[src/hw/cas_regs.svh]
// register offsets, field positions, reset values for the auto-shutdown block
`ifndef CAS_REGS_SVH
`define CAS_REGS_SVH

// byte offsets
`define CAS_OFF_CTRL0 8'h00
`define CAS_OFF_SRC_SEL 8'h04
`define CAS_OFF_PIN_SEL 8'h08
`define CAS_OFF_STATUS 8'h0c
`define CAS_OFF_IRQ_STAT 8'h10
`define CAS_OFF_IRQ_CLR 8'h14
`define CAS_OFF_IRQ_EN 8'h18

// shutdown_control_reg0 fields
`define CAS_CTRL0_FORCE_BIT 0
`define CAS_CTRL0_ARE_BIT 1
`define CAS_CTRL0_LVL_AC_LSB 2
`define CAS_CTRL0_LVL_BD_LSB 4

// shutdown_source_select_reg fields
`define CAS_SRC_PIN_BIT 0
`define CAS_SRC_CMP2_BIT 1
`define CAS_SRC_CMP1_BIT 2
`define CAS_SRC_LC2_BIT 3

// status fields
`define CAS_STAT_HOLD_BIT 1
`define CAS_STAT_LVL_LSB 4

// interrupt event bits
`define CAS_IRQ_ENTER_BIT 0
`define CAS_IRQ_RESUME_BIT 1

// reset values
`define CAS_CTRL0_RST 8'h00
`define CAS_SRC_SEL_RST 4'h0
`define CAS_PIN_SEL_RST 4'h0
`define CAS_IRQ_EN_RST 2'h0

// AXI responses
`define CAS_RESP_OKAY 2'h0
`define CAS_RESP_SLVERR 2'h2

`endif

[src/hw/cas_pkg.sv]
// types shared by the auto-shutdown block
package cas_pkg;

	typedef logic [1:0] cas_lvl_t;

	// override choice per output pair
	typedef enum logic [1:0] {
		CAS_OVR_LOW = 2'h0,
		CAS_OVR_HIGH = 2'h1,
		CAS_OVR_TRI = 2'h2,
		CAS_OVR_INACTIVE = 2'h3
	} cas_ovr_e;

	// register decode result
	typedef enum logic [2:0] {
		CAS_REG_CTRL0,
		CAS_REG_SRC_SEL,
		CAS_REG_PIN_SEL,
		CAS_REG_STATUS,
		CAS_REG_IRQ_STAT,
		CAS_REG_IRQ_CLR,
		CAS_REG_IRQ_EN,
		CAS_REG_NONE
	} cas_reg_e;

	// four external fault levels, active low
	typedef struct packed {
		logic lc2;
		logic cmp1;
		logic cmp2;
		logic pin;
	} cas_src_s;

	// output drive of the four outputs a..d
	typedef struct packed {
		logic [3:0] level;
		logic [3:0] oe;
	} cas_drive_s;

	// software-visible control
	typedef struct packed {
		logic force_flag;
		logic auto_restart;
		cas_ovr_e lvl_ac;
		cas_ovr_e lvl_bd;
		logic [3:0] src_en;
		logic [3:0] pin_sel;
		logic [1:0] irq_stat;
		logic [1:0] irq_en;
	} cas_ctrl_s;

	// AXI4-Lite slave state
	typedef struct packed {
		logic aw_got;
		logic [7:0] awaddr;
		logic w_got;
		logic [31:0] wdata;
		logic [3:0] wstrb;
		logic bvalid;
		logic [1:0] bresp;
		logic rvalid;
		logic [31:0] rdata;
		logic [1:0] rresp;
	} cas_axi_s;

	// whole state of the top module
	typedef struct packed {
		cas_ctrl_s ctrl;
		cas_axi_s axi;
		logic hold;
		cas_drive_s drive;
	} cas_state_s;

endpackage

[src/hw/cas_sync.sv]
// three-stage synchroniser with agreement filter
`timescale 1ns/1ps
module cas_sync #(
	parameter int WIDTH = 4,
	parameter logic [WIDTH-1:0] RST_VAL = '1
) (
	// clock and reset
	input wire logic clk_in,
	input wire logic rst_in,
	// raw and filtered levels
	input wire logic [WIDTH-1:0] async_in,
	output logic [WIDTH-1:0] level_out
);

	logic [WIDTH-1:0] s1_r;
	logic [WIDTH-1:0] s2_r;
	logic [WIDTH-1:0] s3_r;
	logic [WIDTH-1:0] level_r;

	// level follows only where stages two and three agree
	always_ff @(posedge clk_in) begin
		if (rst_in) begin
			s1_r <= RST_VAL;
			s2_r <= RST_VAL;
			s3_r <= RST_VAL;
			level_r <= RST_VAL;
		end else begin
			s1_r <= async_in;
			s2_r <= s1_r;
			s3_r <= s2_r;
			level_r <= (s2_r & s3_r) | (level_r & (s2_r ^ s3_r));
		end
	end

	assign level_out = level_r;

endmodule // cas_sync

[src/hw/cas_shutdown.sv]
// auto-shutdown control of a complementary waveform generator, AXI4-Lite registers
//
// Operation
// Entering shutdown overrides the output levels at once, without software or waveform events.
// After shutdown is cleared either way, the overrides stay until the next rising event.
// Writing one to the shutdown force flag puts the generator into shutdown.
// A selected external fault going true drops the output drive to the override levels at once; here cas_sync delays the drop to the fifth clock edge.
// Any mix of enabled sources is accepted; each requests shutdown while low, by level.
// Four sources (selected pin, comparator two, comparator one, logic cell two), each with its enable.
// The A/C override field sets outputs A and C; the B/D field sets outputs B and D.
// Each pair may be forced low, forced high, tri-stated, or put to the inactive state.
// Polarity applies only to the inactive choice; forced low and high bypass it.
// The auto-restart enable selects software restart or automatic restart.
// Without auto-restart, software clears the force flag and output resumes at the next rising event.
// A software clear of the force flag works only while no enabled fault input is true.
// With auto-restart, the flag clears itself once faults are gone; output resumes at the next rising event.
// The force flag is set whenever an enabled external source causes shutdown.
// Rising and falling events are single-cycle pulses from the generator.
`timescale 1ns/1ps
`include "cas_regs.svh"
module cas_shutdown
	import cas_pkg::*;
#(
	parameter int PINS = 16
) (
	// clock and reset
	input wire logic clk_in,
	input wire logic rst_in,
	// AXI4-Lite write address
	input wire logic s_axi_awvalid,
	output logic s_axi_awready,
	input wire logic [7:0] s_axi_awaddr,
	input wire logic [2:0] s_axi_awprot,
	// AXI4-Lite write data
	input wire logic s_axi_wvalid,
	output logic s_axi_wready,
	input wire logic [31:0] s_axi_wdata,
	input wire logic [3:0] s_axi_wstrb,
	// AXI4-Lite write response
	output logic s_axi_bvalid,
	input wire logic s_axi_bready,
	output logic [1:0] s_axi_bresp,
	// AXI4-Lite read address
	input wire logic s_axi_arvalid,
	output logic s_axi_arready,
	input wire logic [7:0] s_axi_araddr,
	input wire logic [2:0] s_axi_arprot,
	// AXI4-Lite read data
	output logic s_axi_rvalid,
	input wire logic s_axi_rready,
	output logic [31:0] s_axi_rdata,
	output logic [1:0] s_axi_rresp,
	// fault sources, asynchronous, active low
	input wire logic [PINS-1:0] shutdown_pins_in,
	input wire logic comparator_two_output_in,
	input wire logic comparator_one_output_in,
	input wire logic logic_cell_two_output_in,
	// generator side, same clock
	input wire logic rise_event_in,
	input wire logic fall_event_in,
	input wire logic [3:0] wave_in,
	input wire logic [3:0] polarity_in,
	// outputs a..d to the power stage
	output logic [3:0] wave_out,
	output logic [3:0] wave_oe_out,
	// status and interrupt
	output logic shutdown_active_out,
	output logic irq_out
);

	//------------------------------------------------------------
	// decode
	//------------------------------------------------------------

	function automatic cas_reg_e cas_decode(input logic [7:0] addr);
		unique case (addr)
			`CAS_OFF_CTRL0: cas_decode = CAS_REG_CTRL0;
			`CAS_OFF_SRC_SEL: cas_decode = CAS_REG_SRC_SEL;
			`CAS_OFF_PIN_SEL: cas_decode = CAS_REG_PIN_SEL;
			`CAS_OFF_STATUS: cas_decode = CAS_REG_STATUS;
			`CAS_OFF_IRQ_STAT: cas_decode = CAS_REG_IRQ_STAT;
			`CAS_OFF_IRQ_CLR: cas_decode = CAS_REG_IRQ_CLR;
			`CAS_OFF_IRQ_EN: cas_decode = CAS_REG_IRQ_EN;
			default: cas_decode = CAS_REG_NONE;
		endcase
	endfunction

	// override level for one output of a pair
	function automatic logic [1:0] cas_override(input cas_ovr_e sel, input logic pol);
		// bit1 = oe, bit0 = level
		unique case (sel)
			CAS_OVR_LOW: cas_override = 2'h2;
			CAS_OVR_HIGH: cas_override = 2'h3;
			CAS_OVR_TRI: cas_override = 2'h0;
			CAS_OVR_INACTIVE: cas_override = {1'b1, pol};
		endcase
	endfunction

	//------------------------------------------------------------
	// fault inputs
	//------------------------------------------------------------

	cas_state_s state_r;
	cas_state_s state_nxt;
	cas_src_s src_raw;
	cas_src_s src_lvl;
	logic fault;
	logic [1:0] irq_event;
	cas_reg_e wr_reg;
	cas_reg_e rd_reg;
	logic wr_fire;
	logic rd_fire;
	logic wr_lane0;
	logic [31:0] rd_word;

	assign src_raw.pin = shutdown_pins_in[state_r.ctrl.pin_sel[$clog2(PINS)-1:0]];
	assign src_raw.cmp2 = comparator_two_output_in;
	assign src_raw.cmp1 = comparator_one_output_in;
	assign src_raw.lc2 = logic_cell_two_output_in;

	cas_sync #(
		.WIDTH(4),
		.RST_VAL(4'hf)
	) u_sync (
		.clk_in(clk_in),
		.rst_in(rst_in),
		.async_in(src_raw),
		.level_out(src_lvl)
	);

	// any enabled source low, by level
	assign fault = |(state_r.ctrl.src_en & ~src_lvl);

	//------------------------------------------------------------
	// bus handshake
	//------------------------------------------------------------

	assign s_axi_awready = !state_r.axi.aw_got && !state_r.axi.bvalid;
	assign s_axi_wready = !state_r.axi.w_got && !state_r.axi.bvalid;
	assign s_axi_bvalid = state_r.axi.bvalid;
	assign s_axi_bresp = state_r.axi.bresp;
	assign s_axi_arready = !state_r.axi.rvalid;
	assign s_axi_rvalid = state_r.axi.rvalid;
	assign s_axi_rdata = state_r.axi.rdata;
	assign s_axi_rresp = state_r.axi.rresp;

	assign wr_fire = state_r.axi.aw_got && state_r.axi.w_got && !state_r.axi.bvalid;
	assign wr_reg = cas_decode(state_r.axi.awaddr);
	assign wr_lane0 = wr_fire && state_r.axi.wstrb[0];
	assign rd_fire = s_axi_arvalid && !state_r.axi.rvalid;
	assign rd_reg = cas_decode(s_axi_araddr);

	// read data
	always_comb begin
		rd_word = 32'h0;
		unique case (rd_reg)
			CAS_REG_CTRL0: begin
				rd_word[`CAS_CTRL0_FORCE_BIT] = state_r.ctrl.force_flag;
				rd_word[`CAS_CTRL0_ARE_BIT] = state_r.ctrl.auto_restart;
				rd_word[`CAS_CTRL0_LVL_AC_LSB +: 2] = state_r.ctrl.lvl_ac;
				rd_word[`CAS_CTRL0_LVL_BD_LSB +: 2] = state_r.ctrl.lvl_bd;
			end
			CAS_REG_SRC_SEL: rd_word[3:0] = state_r.ctrl.src_en;
			CAS_REG_PIN_SEL: rd_word[3:0] = state_r.ctrl.pin_sel;
			CAS_REG_STATUS: begin
				rd_word[0] = fault;
				rd_word[`CAS_STAT_HOLD_BIT] = state_r.hold;
				rd_word[`CAS_STAT_LVL_LSB +: 4] = src_lvl;
			end
			CAS_REG_IRQ_STAT: rd_word[1:0] = state_r.ctrl.irq_stat;
			CAS_REG_IRQ_CLR: rd_word = 32'h0;
			CAS_REG_IRQ_EN: rd_word[1:0] = state_r.ctrl.irq_en;
			CAS_REG_NONE: rd_word = 32'h0;
		endcase
	end

	//------------------------------------------------------------
	// next state
	//------------------------------------------------------------

	always_comb begin
		state_nxt = state_r;
		irq_event = 2'h0;

		// write address and data taken in either order
		if (s_axi_awvalid && s_axi_awready) begin
			state_nxt.axi.aw_got = 1'b1;
			state_nxt.axi.awaddr = s_axi_awaddr;
		end
		if (s_axi_wvalid && s_axi_wready) begin
			state_nxt.axi.w_got = 1'b1;
			state_nxt.axi.wdata = s_axi_wdata;
			state_nxt.axi.wstrb = s_axi_wstrb;
		end
		if (wr_fire) begin
			state_nxt.axi.aw_got = 1'b0;
			state_nxt.axi.w_got = 1'b0;
			state_nxt.axi.bvalid = 1'b1;
			state_nxt.axi.bresp = (wr_reg == CAS_REG_NONE) ? `CAS_RESP_SLVERR : `CAS_RESP_OKAY;
		end
		if (state_r.axi.bvalid && s_axi_bready) begin
			state_nxt.axi.bvalid = 1'b0;
		end

		// read
		if (rd_fire) begin
			state_nxt.axi.rvalid = 1'b1;
			state_nxt.axi.rdata = rd_word;
			state_nxt.axi.rresp = (rd_reg == CAS_REG_NONE) ? `CAS_RESP_SLVERR : `CAS_RESP_OKAY;
		end
		if (state_r.axi.rvalid && s_axi_rready) begin
			state_nxt.axi.rvalid = 1'b0;
		end

		// register writes, all fields in byte lane 0
		if (wr_lane0) begin
			unique case (wr_reg)
				CAS_REG_CTRL0: begin
					state_nxt.ctrl.auto_restart = state_r.axi.wdata[`CAS_CTRL0_ARE_BIT];
					state_nxt.ctrl.lvl_ac = cas_ovr_e'(state_r.axi.wdata[`CAS_CTRL0_LVL_AC_LSB +: 2]);
					state_nxt.ctrl.lvl_bd = cas_ovr_e'(state_r.axi.wdata[`CAS_CTRL0_LVL_BD_LSB +: 2]);
					if (state_r.axi.wdata[`CAS_CTRL0_FORCE_BIT]) begin
						state_nxt.ctrl.force_flag = 1'b1;
					end else if (!fault) begin
						state_nxt.ctrl.force_flag = 1'b0;
					end
				end
				CAS_REG_SRC_SEL: state_nxt.ctrl.src_en = state_r.axi.wdata[3:0];
				CAS_REG_PIN_SEL: state_nxt.ctrl.pin_sel = state_r.axi.wdata[3:0];
				CAS_REG_IRQ_CLR: state_nxt.ctrl.irq_stat = state_r.ctrl.irq_stat & ~state_r.axi.wdata[1:0];
				CAS_REG_IRQ_EN: state_nxt.ctrl.irq_en = state_r.axi.wdata[1:0];
				default: state_nxt.ctrl = state_nxt.ctrl;
			endcase
		end

		// automatic clear once every enabled fault is gone
		if (state_r.ctrl.auto_restart && !fault && state_r.ctrl.force_flag) begin
			state_nxt.ctrl.force_flag = 1'b0;
		end

		// an external fault sets the flag, winning over any clear
		if (fault) begin
			state_nxt.ctrl.force_flag = 1'b1;
		end

		// override hold: set with shutdown, dropped at the first rising event after the clear
		if (state_nxt.ctrl.force_flag) begin
			state_nxt.hold = 1'b1;
		end else if (state_r.hold && !state_r.ctrl.force_flag && rise_event_in) begin
			state_nxt.hold = 1'b0;
		end

		// events for the interrupt status
		irq_event[`CAS_IRQ_ENTER_BIT] = state_nxt.hold && !state_r.hold;
		irq_event[`CAS_IRQ_RESUME_BIT] = state_r.hold && !state_nxt.hold;
		state_nxt.ctrl.irq_stat = state_nxt.ctrl.irq_stat | irq_event;

		// output drive latches
		if (state_nxt.hold) begin
			// levels written together with the force bit apply at once
			{state_nxt.drive.oe[0], state_nxt.drive.level[0]} =
				cas_override(state_nxt.ctrl.lvl_ac, polarity_in[0]);
			{state_nxt.drive.oe[2], state_nxt.drive.level[2]} =
				cas_override(state_nxt.ctrl.lvl_ac, polarity_in[2]);
			{state_nxt.drive.oe[1], state_nxt.drive.level[1]} =
				cas_override(state_nxt.ctrl.lvl_bd, polarity_in[1]);
			{state_nxt.drive.oe[3], state_nxt.drive.level[3]} =
				cas_override(state_nxt.ctrl.lvl_bd, polarity_in[3]);
		end else begin
			state_nxt.drive.oe = 4'hf;
			state_nxt.drive.level = wave_in;
		end
	end

	//------------------------------------------------------------
	// state register
	//------------------------------------------------------------

	always_ff @(posedge clk_in) begin
		if (rst_in) begin
			state_r.ctrl.force_flag <= 1'(`CAS_CTRL0_RST >> `CAS_CTRL0_FORCE_BIT);
			state_r.ctrl.auto_restart <= 1'(`CAS_CTRL0_RST >> `CAS_CTRL0_ARE_BIT);
			state_r.ctrl.lvl_ac <= cas_ovr_e'(2'(`CAS_CTRL0_RST >> `CAS_CTRL0_LVL_AC_LSB));
			state_r.ctrl.lvl_bd <= cas_ovr_e'(2'(`CAS_CTRL0_RST >> `CAS_CTRL0_LVL_BD_LSB));
			state_r.ctrl.src_en <= `CAS_SRC_SEL_RST;
			state_r.ctrl.pin_sel <= `CAS_PIN_SEL_RST;
			state_r.ctrl.irq_stat <= 2'h0;
			state_r.ctrl.irq_en <= `CAS_IRQ_EN_RST;
			state_r.axi <= '0;
			state_r.hold <= 1'b0;
			state_r.drive.level <= 4'h0;
			state_r.drive.oe <= 4'h0;
		end else begin
			state_r <= state_nxt;
		end
	end

	//------------------------------------------------------------
	// outputs
	//------------------------------------------------------------

	assign wave_out = state_r.drive.level;
	assign wave_oe_out = state_r.drive.oe;
	assign shutdown_active_out = state_r.hold;
	assign irq_out = |(state_r.ctrl.irq_stat & state_r.ctrl.irq_en);

	// fall events and protection bits need no action here
	logic unused_ok;
	assign unused_ok = fall_event_in ^ (^s_axi_awprot) ^ (^s_axi_arprot);

endmodule // cas_shutdown

[config.mk]
export PLATFORM = sky130hd
export DESIGN_NAME = cas_shutdown
export DESIGN_NICKNAME = d
export VERILOG_FILES = /design/src/hw/cas_pkg.sv /design/src/hw/cas_sync.sv /design/src/hw/cas_shutdown.sv
export VERILOG_INCLUDE_DIRS = /design/src /design/src/hw
export SDC_FILE = /design/constraint.sdc
export NUM_CORES = 1
export LEC_CHECK = 0
export BUFFER_PORTS_ARGS = -buffer_cell sky130_fd_sc_hd__buf_2
export CORE_MARGIN = 5
export CORE_UTILIZATION = 45
export DETAILED_ROUTE_END_ITERATION = 16
export MAX_ROUTING_LAYER = met4
export PLACE_DENSITY = 0.84
export SYNTH_ARGS = -nofsm -noshare
export SYNTH_HDL_FRONTEND = slang
export SYNTH_SLANG_ARGS = --single-unit
[constraint.sdc]
create_clock -name clk_in -period 3.1 [get_ports clk_in]
set_input_delay 0.155 -clock clk_in [delete_from_list [all_inputs] [get_ports clk_in]]
set_output_delay 0.155 -clock clk_in [all_outputs]
set_load 0.01 [all_outputs]
# Yosys cells after proc, flatten, opt, wreduce, memory -nomap -nowiden
# Cells that the tools add are included.
# Widths: inputs -> output; s select.
# word_totals
elab_cells	133
regBits	74
# classes
bitwise_logic	10
eq_ne	30
n_reduce_logical	40
muxes	27
order_cmp	1
# op_table
operator	count
$eq 8x5->1 const B	6
$pmux 3 s7	2
$eq 8x4->1 const B	4
$pmux 2 s4	4
$eq 3x3->1 const B	7
$mux 18	1
$eq 8x3->1 const B	2
$logic_and 1x1->1	16
$logic_not 8->1	2
$pmux 2 s7	1
$and 4x4->4	3
$mux 2	5
$reduce_or 2->1	5
$eq 3x2->1 const B	3
$eq 2x2->1 const B	4
$logic_not 1->1	8
$mux 4	2
$mux 8	1
$reduce_and 2->1	4
$mux 1	7
$eq 3x1->1 const B	2
$logic_not 3->1	2
$mux 6	1
$pmux 2 s3	1
other kinds (12)	15

# Depth between registers and ports, before layout
# Gate-level depths: netlist of the first run.
# logic_depth
ltp_word	13
ltp_mapped	6
mapped_depth_nobuf	5

# Cells and area by module
# Synthesis of the first run repeated with hierarchy kept, for this count alone.
# unflattened
cells_unflattened	361
area_unflattened_um2	3299.4
# by_module_without_submodules
mod	cells_per_inst	area_each_um2	instances
cas_shutdown	324	2805.2	1
cas_sync	37	494.2	1

# Worst setup path before layout of the first run
# OpenSTA, ideal clock, no wires.
# synth_timing
kind	reg-to-reg
from	reg state_r[97] in the netlist's numbering
to	reg u_sync.s1_r[0]
t_arrival_ns	1.810
slack_ns	1.166
setup_ns	0.123
period_less_slack_ns	1.934
path_stages_with_launch	5
cell_sequence	dfxtp_1 clkbuf_1 mux4_2 mux4_2 or2_2
# synth_between
elab_chain_cells	2
# synth_rtl
item	line	source
from (decl)	cas_shutdown.sv:103	cas_state_s state_r;
from (signal assigned)	cas_shutdown.sv:294	state_r <= state_nxt;
$bmux 1 s4	cas_shutdown.sv:116	assign src_raw.pin = shutdown_pins_in[state_r.ctrl.pin_sel[$clog2(PINS)-1:0]];
$mux 1 (implied by the code)	cas_shutdown.sv:116	
to (signal assigned)	cas_sync.sv:28	s1_r <= async_in;
to (decl)	cas_sync.sv:15	logic [WIDTH-1:0] s1_r;
# Every way passes these cells. The select of a mux whose other input is x is not followed.
# A chain may end at the register's enable or synchronous reset.

# Worst setup path in the final report of the first run
# layout_timing
from	reg state_r[88] in the netlist's numbering
to	reg state_r, in the netlist wave_out[2]
# layout_between
elab_chain_cells	9
elab_cells_between_ends	20
cone_classes	eq/ne: 9; mux: 8; reduce/logical: 3
# layout_rtl
item	line	source
$eq 8x5->1, or another cell as far along	cas_shutdown.sv:76	unique case (addr)
$pmux 3 s7 (*)	cas_shutdown.sv:76	
$logic_not 3->1 (*)	cas_shutdown.sv:217	unique case (wr_reg)
$mux 6 (*)	cas_shutdown.sv:217	
$mux 18 (*)	cas_shutdown.sv:216	if (wr_lane0) begin
parallel branches: the longest is 3 deep, another holds $pmux 2 s4	n/a	
$mux 8 (*)	cas_shutdown.sv:259	if (state_nxt.hold) begin
# Mark *: on every way between the ends.

==> summary.md, run 1 <==
| Metric | Value |
|---|---|
| Worst slew pin tran | 0.918 ns |
| RD Place Congestion | 0.897 |
| Top cell type's share of synthesized area | 0.426 |
| Clk Latency, worst-skew pair | 0.35 ns |
| Clock Power Share | 0.398 |
| Post-route setup TNS | 0 ns |
| Distinct cells, synth | 47 |
| Total internal power | 1.54 mW |
| Power Density | 545 nW/um^2 |
| Vias per cell | 5.06 |
| Tmin final | 2.20 ns |
| Total global routing overflow | 0 |
| Met3 Track Usage GR | 0.0316 |
| WL/cell | around 14 um |
| Critical path, cell by cell | nor4b_1, and4bb_2, mux2_2, o21ai_0, o22ai_1 |
| Max-Cap Viols | 0 |
| Initial antenna violation count | 0 |
| EDFF count, synth | 0 |
| TritonCTS Sinks | 70 |
| Mux share of post-synthesis cell area | 0.111 |
| Predominant post-synthesis flop cell | dfxtp_1 |
| Number of global-route vias before repair | 2665 |
| Starting DRT DRC Count | 136 |
| Clk root buf | clkbuf_8 |
| Slew Viols, Final | 0 |
| DRT Pass-1 Iters | 4 |
| Simple-gate area share of the yosys netlist | 0.193 |
| Synth Area in Adders | 0.0152 |
| Clock Skew | 0.00967 ns |
| Input/output buffers | approximately 80 |
| CP endpoint kind | flip-flop |
| XOR/XNOR Fraction of Synth Area | 0 |
| Relative slew margins | 0.372 |
| Warnings, synthesis | 0 |
| Critical Path Start Type | flip-flop |
| Post CTS Setup Buffer Count | 0 |
| Inst Count DP | just over 500 |
| Placed inst area | approximately 3500 um^2 |
| Psw | 0.532 mW |
| Final hold vios | 0 |
| Nets@finish | roughly 520 |
| Met2 GRT Util | 0.283 |
| Max VDD drop | about 0.26 mV |
| Seq pwr share | 0.476 |
| Leak | 1.67 nW |
| Vias | 2679 |
| Pwr Total | 2.07 mW |
| CP peak stage delay | roughly 0.6 ns |
| Syn_area_per_cell | 9.12 um^2 |
| Req. time, crit path | 3.33 ns |
| Instance count of the mapped netlist | 361 |
| RSZ-0062 raised after global routing | false |
| Place WS | between 1 and 1.5 ns |
| Largest net degree at the start of global routing | 38 |
| Fraction of layout cells with a size suffix above 1 | 0.281 |
| Die span in y | 95.5 um |
| Antenna-violating nets left | 0 |
| Compound-Gate Fraction of Synth Area | 0.128 |
| CTS Buf Count | 9 |
| Endpoints failing setup | 0 |
| Synth area leader | dfxtp_1 |
| GRT Util Overall | 0.171 |
| Design Area, Final | 3810 um^2 |
| DP HPWL | 5.66 mm |
| Register-to-register setup slack | 0.90 ns |
| Die span in x | ~96 um |
| Area Growth Syn to Fin | 15.7% |
| Final period utilization | 0.709 |
| Ys async rst share | 0 |
| Grt peak-use layer | met2 |
| First-pass GRT wire length | 11.8 mm |
| GRT met1 Usage | 0.197 |
| Crit-path max FO | 9 |
| Yosys reg bits | 70 |
| Combinational Power Share | 0.126 |
| Rows | 31 |
| Initial core utilization | 0.459 |
| CTS tree | yes |
| Fin cells | 529 |
| H-tree depth | 3 |
| Clk slew on worst S/H paths | 0.08 ns |
| Switch share | 0.257 |
| Clock tree buffer depth | 2 |
| CP arrival | 2.42 ns |
| Crit path buffers/inverters | 0 |
| Max Clk Rate | 455 MHz |
| Min-delay worst type | in -> reg |
| Final worst slack | between 0.9 and 1 ns |
| Largest family of logic cells by synthesized area | simple AND/OR/NAND/NOR gates |
| Status | finished, final reports clean |
| Post-Syn Area | 3290 um^2 |
| Antenna cell count | 0 |
| Placeable Area | 7180 um^2 |
| I/O pins | 145 |
| Die area | 9130 um^2 |
| Post-route DRC violation count | 0 |
| Worst path slowest cell | nor4b_1 |
| Post-Route WL | 7.43 mm |
| Sequential area share after synthesis | 0.426 |
| Top post-synthesis cells by area | dfxtp_1, buf_4, mux2i_1, nor2_1, nand2_1 |
| Critical path class | reg -> reg |
| Largest delay share family, worst path | simple AND/OR/NAND/NOR gates |
-- flip-flops by register name, indices dropped and copies added (netlist names) --
register             count
shutdown_active_out      1
u_sync.s2_r              4
u_sync.s3_r              4
state_r                 35
u_sync.s1_r              4
wave_oe_out              2
s_axi_rresp              1
s_axi_bresp              1
s_axi_rdata              8
u_sync.level_out         4
s_axi_bvalid             1
s_axi_rvalid             1
wave_out                 4
-- tightest hold or removal path, stage by stage --
cell and delay, ns:
buf_2 0.09, nand2_1 0.04, a21oi_1 0.05
-- repair_timing --
item	4_1_cts	5_1_grt
endpoints found under the hold margin	4	0
gates resized for setup	0	0
hold buffers	4	0
endpoints found under the setup margin	0	0
-- path summary, 6_finish.rpt --
path / start / to / depth (start not counted)
setup / recovery: state_r[88]$_SDFFE_PP0P_ / wave_out[2]$_SDFF_PP0_ / 5
hold / removal: s_axi_awaddr[0] / state_r[84]$_SDFFE_PP0P_ / 3
setup reg to reg: state_r[88]$_SDFFE_PP0P_ / wave_out[2]$_SDFF_PP0_ / 5
hold reg to reg: u_sync.s1_r[0]$_SDFF_PP1_ / u_sync.s2_r[0]$_SDFF_PP1_ / 1
-- kinds of logic (layout without fill, tap and decap cells) --
| logic type | count (synthesis) | in the layout |
|---|---|---|
| muxes | 30 | 30 |
| buffers and inverters | 66 | 110 |
| AOI/OAI and AO/OA | 64 | 64 |
| other | 1 | 26 |
| adders and majority gates | 4 | 4 |
| DFF | 70 | 70 |
| and+or+nand+nor | 126 | 126 |
-- Yosys cell counts (all sizes together) (3+ instances only) --
cell / instances
a211o: 5
a211oi: 4
a21oi: 19
a22oi: 4
and2: 5
buf: 45
clkbuf: 14
dfxtp: 70
ha: 4
inv: 7
mux2i: 23
mux4: 5
nand2: 35
nand2b: 6
nand3: 4
nand3b: 4
nand4: 3
nor2: 37
nor2b: 9
o21ai: 12
o22ai: 4
or2: 12
or4: 3
-- per-layer routing --
metal | part of all wire | up-vias
met4 | 0.024 | 0
met3 | 0.058 | 14
li1 | - | 1315
met5 | 0 | -
met2 | 0.49 | 81
met1 | 0.43 | 1269
-- layout make-up --
cell class	count	area, um^2
sequential	70	1400
multi-input combinational	250	1570
tap	99	124
inverter	7	26.3
fill	647	3370
clock inverter	6	92.6
timing repair buffer	87	458
clock buffer	10	138
-- power groups by stage --
stage / sequential [mW] / clock, mW / combinational (mW)
after CTS: 0.986 / 0.841 / 0.262
after detailed placement: 1.01 / 0 / 0.256
final: 0.987 / 0.825 / 0.262
after floorplan: 0.996 / 0 / 0.210
after global placement: 1.00 / 0 / 0.248
after global routing: 0.992 / 0.876 / 0.292
-- layout by cell type (no fill, tap or decap), types with 2 or more instances in the layout --
| cell type | instances |
|---|---|
| dlygate4sd3_1 | 4 |
| a21oi_1 | 19 |
| or4_1 | 2 |
| a211o_1 | 5 |
| a22oi_1 | 4 |
| nand4_1 | 3 |
| o21ai_0 | 12 |
| o211ai_1 | 2 |
| conb_1 | 26 |
| o22ai_1 | 4 |
| ha_1 | 4 |
| dfxtp_1 | 70 |
| nand3b_1 | 4 |
| and2_1 | 5 |
| a211oi_1 | 4 |
| o21a_1 | 2 |
| nor2_1 | 37 |
| buf_2 | 82 |
| nand3_1 | 4 |
| bufinv_16 | 2 |
| mux2i_1 | 23 |
| clkbuf_8 | 10 |
| inv_1 | 7 |
| or2_2 | 12 |
| a311oi_1 | 2 |
| nor2b_1 | 9 |
| mux2_2 | 2 |
| clkinvlp_4 | 2 |
| nand2_1 | 35 |
| nand2b_1 | 6 |
| mux4_2 | 5 |
-- per-stage QoR --
stage	utilization	hold WS, ns
2_1_floorplan	-	0.255
4_1_cts	0.531	0.0203
3_5_place_dp	0.493	0.343
3_3_place_gp	0.493	0.338
6_report	0.531	0.0355
5_1_grt	0.531	0.0416
Note: power is estimated with default switching activity, not from simulation.
==> inputs of run 2 (changes only) <==
==> constraint.sdc (replaced) <==
create_clock -name clk_in -period 2.3 [get_ports clk_in]
set_input_delay 0.115 -clock clk_in [delete_from_list [all_inputs] [get_ports clk_in]]
set_output_delay 0.115 -clock clk_in [all_outputs]
set_load 0.01 [all_outputs]
==> summary.md, run 2 (synthesis gave the netlist of run 1 again) <==
| Metric | Value |
|---|---|
| Psw | 0.708 mW (+33%) |
| Initial core utilization | 0.459 (unchanged) |
| Relative slew margins | 0.570 (+0.198) |
| Power Density | 697 nW/um^2 (+28%) |
| CP peak stage delay | 0.56 ns (-0.03 ns) |
| Vias per cell | 5.00 (-1.3%) |
| Clock Power Share | 0.363 (-0.035) |
| Seq pwr share | 0.502 (+0.026) |
| Commonest non-fill, non-tap cells in the layout | buf_2, dfxtp_1, nor2_1 |
| First-pass GRT wire length | 11.8 mm (about the same) |
| Fin util | 0.529 (-0.00157) |
| Post-route setup TNS | 0 ns (unchanged) |
| Worst path slowest cell | or4_4 |
| CTS tree | yes |
| CTS Buf Count | 9 (unchanged) |
| Worst slew pin tran | 0.639 ns (-0.278 ns) |
| Total global routing overflow | 0 (unchanged) |
| Largest register FFs | 35 (unchanged) |
| Setup crit end | wave_out[2]$_SDFF_PP0_ |
| RSZ-0062 raised after global routing | false |
| Die span in x | 95.5 um (unchanged) |
| Critical path, cell by cell | or4_4, and4bb_2, mux2_2, o21ai_0, o22ai_1 |
| Post-Route WL | 7.37 mm (-0.78%) |
| Hold bufs inserted after CTS | 4 (unchanged) |
| Number of global-route vias before repair | 2621 (-1.7%) |
| Crit-path max FO | 9 (unchanged) |
| Post-route DRC violation count | 0 (unchanged) |
| Starting DRT DRC Count | 114 (-16%) |
| CP arrival | 2.27 ns (-0.15 ns) |
| Clk root buf | clkbuf_8 |
| Die area | 9130 um^2 (unchanged) |
| R2r startpoint | state_r[84]$_SDFFE_PP0P_ |
| Status | finished, final reports clean |
| Reg-to-Reg End | wave_out[2]$_SDFF_PP0_ |
| Initial antenna violation count | 0 (unchanged) |
| Max-Cap Viols | 0 (unchanged) |
| Final period utilization | 0.892 (+0.183) |
| Clk Latency, worst-skew pair | 0.34 ns (about the same) |
| CP endpoint kind | flip-flop |
| Post-CTS Resized | 0 (unchanged) |
| Total internal power | 1.94 mW (+26%) |
| DP HPWL | 5.71 mm (+0.84%) |
| Critical path class | reg -> reg |
| Clock Skew | 0.00647 ns (-0.00320 ns) |
| I/O pins | 145 (unchanged) |
| Area Growth Syn to Fin | 15.3% |
| Rows | 31 (unchanged) |
| Largest net degree at the start of global routing | 37 (-2.6%) |
| Multi-input logic area | 1570 um^2 (unchanged) |
| Endpoints failing setup | 0 (unchanged) |
| Req. time, crit path | 2.52 ns (-0.81 ns) |
| GRT Util Overall | 0.171 (about the same) |
| Biggest register | state_r |
| WL/cell | 13.9 um (-1.3%) |
| Input/output buffers | 82 (unchanged) |
| Hold WS | 0.0118 ns (-0.0237 ns) |
| Nets@finish | 526 (+0.57%) |
| Slew Viols, Final | 0 (unchanged) |
| Max Clk Rate | 488 MHz (+7.1%) |
| Register-to-register setup slack | 0.25 ns (-0.65 ns) |
| Post CTS Setup Buffer Count | 0 (unchanged) |
| Antenna cell count | 0 (unchanged) |
| TritonCTS Sinks | 70 (unchanged) |
| DRT Pass-1 Iters | 4 (unchanged) |
| Tmin final | 2.05 ns (-0.146 ns) |
| Critical Path Start Type | flip-flop |
| Final hold vios | 0 (unchanged) |
| Reg2Reg Depth | 5 (unchanged) |
| Die span in y | 95.5 um (unchanged) |
| Commonest non-fill, non-tap cell in the layout | buf_2 |
| FILL cells | 677 (+4.6%) |
| Switch share | 0.267 (+0.0108) |
| Min-delay worst type | in -> reg |
| Max VDD drop | 0.286 mV (+11%) |
| Leak | 1.67 nW (about the same) |
| Setup crit start | state_r[84]$_SDFFE_PP0P_ |
| RD Place Congestion | 0.873 (-2.7%) |
| Vias | 2658 (-0.78%) |
| H-tree depth | 3 (unchanged) |
| Combinational Power Share | 0.134 (+0.008) |
| Clock tree buffer depth | 2 (unchanged) |
| Antenna-violating nets left | 0 (unchanged) |
| Placeable Area | 7180 um^2 (unchanged) |
| Clk slew on worst S/H paths | 0.08 ns (about the same) |
| Fraction of layout cells with a size suffix above 1 | 0.286 (+0.00498) |
| Register area | 1400 um^2 (unchanged) |
## run 2: changes by cell type in the layout (fill, tap and decap cells not counted), sizes merged
cell | before | now
clkinv | 1 | 2
buf | 83 | 86
bufinv | 2 | 1
clkbuf | 10 | 9
inv | 8 | 9
## run 2: power by group through the flow
stage	Combinational, mW	Clock (mW)	Sequential [mW]
6_report	0.355	0.962	1.33
5_1_grt	0.394	1.04	1.34
3_3_place_gp	0.338	0	1.35
2_1_floorplan	0.283	0	1.34
4_1_cts	0.356	0.978	1.33
3_5_place_dp	0.350	0	1.36
## run 2: area by class of cell
class / instances / area share
Inverter: 7 / 0.00692
Timing Repair Buffer: 90 / 0.127
Clock inverter: 7 / 0.0191
Clock buffer: 9 / 0.0326
Tap cell: 99 / 0.0326
Multi-Input combinational cell: 250 / 0.413
Sequential cell: 70 / 0.369
## run 2: worst max-delay path: cells and delay by family, from the launching register on
kind	cells	cell delay, ns
compound gates	2	0.18
flops	1	0.32
mux	1	0.40
simple gates	2	1.03
## run 2: how the worst min path moves through the flow
stage / startpoint / endpoint / slack, ns / depth (start not counted)
after floorplan: s_axi_rready / s_axi_rvalid$_SDFFE_PP0P_ / 0.22 / 1
after global placement: logic_cell_two_output_in / u_sync.s1_r[3]$_SDFF_PP1_ / 0.30 / 2
after detailed placement: comparator_one_output_in / u_sync.s1_r[2]$_SDFF_PP1_ / 0.30 / 2
after CTS: s_axi_awaddr[0] / state_r[84]$_SDFFE_PP0P_ / 0.003 / 3
after global routing: s_axi_awaddr[6] / state_r[90]$_SDFFE_PP0P_ / 0.02 / 3
final: s_axi_awaddr[3] / state_r[87]$_SDFFE_PP0P_ / 0.01 / 3
## run 2: metrics by stage
| step | cells | setup WS, ns | total power, mW | area [um^2] |
|---|---|---|---|---|
| finish | 532 | 0.249 | 2.65 | 3800 |
| global route | 532 | 0.104 | 2.77 | 3800 |
| CTS | 532 | 0.259 | 2.66 | 3800 |
| detailed placement | 512 | 0.274 | 1.71 | 3560 |
| global placement | 512 | 0.308 | 1.69 | 3560 |
| floorplan | 386 | 0.366 | 1.62 | 3390 |
## run 2: metal layers
metal  up-vias  track usage  routed length, um  part of all wire
met1      1242        0.200               3140              0.43
met2        83        0.280               3630              0.49
met5         -            -                  0                 0
met3        12       0.0347                455             0.062
met4         0       0.0806                148             0.020
li1       1321            -                  -                 -
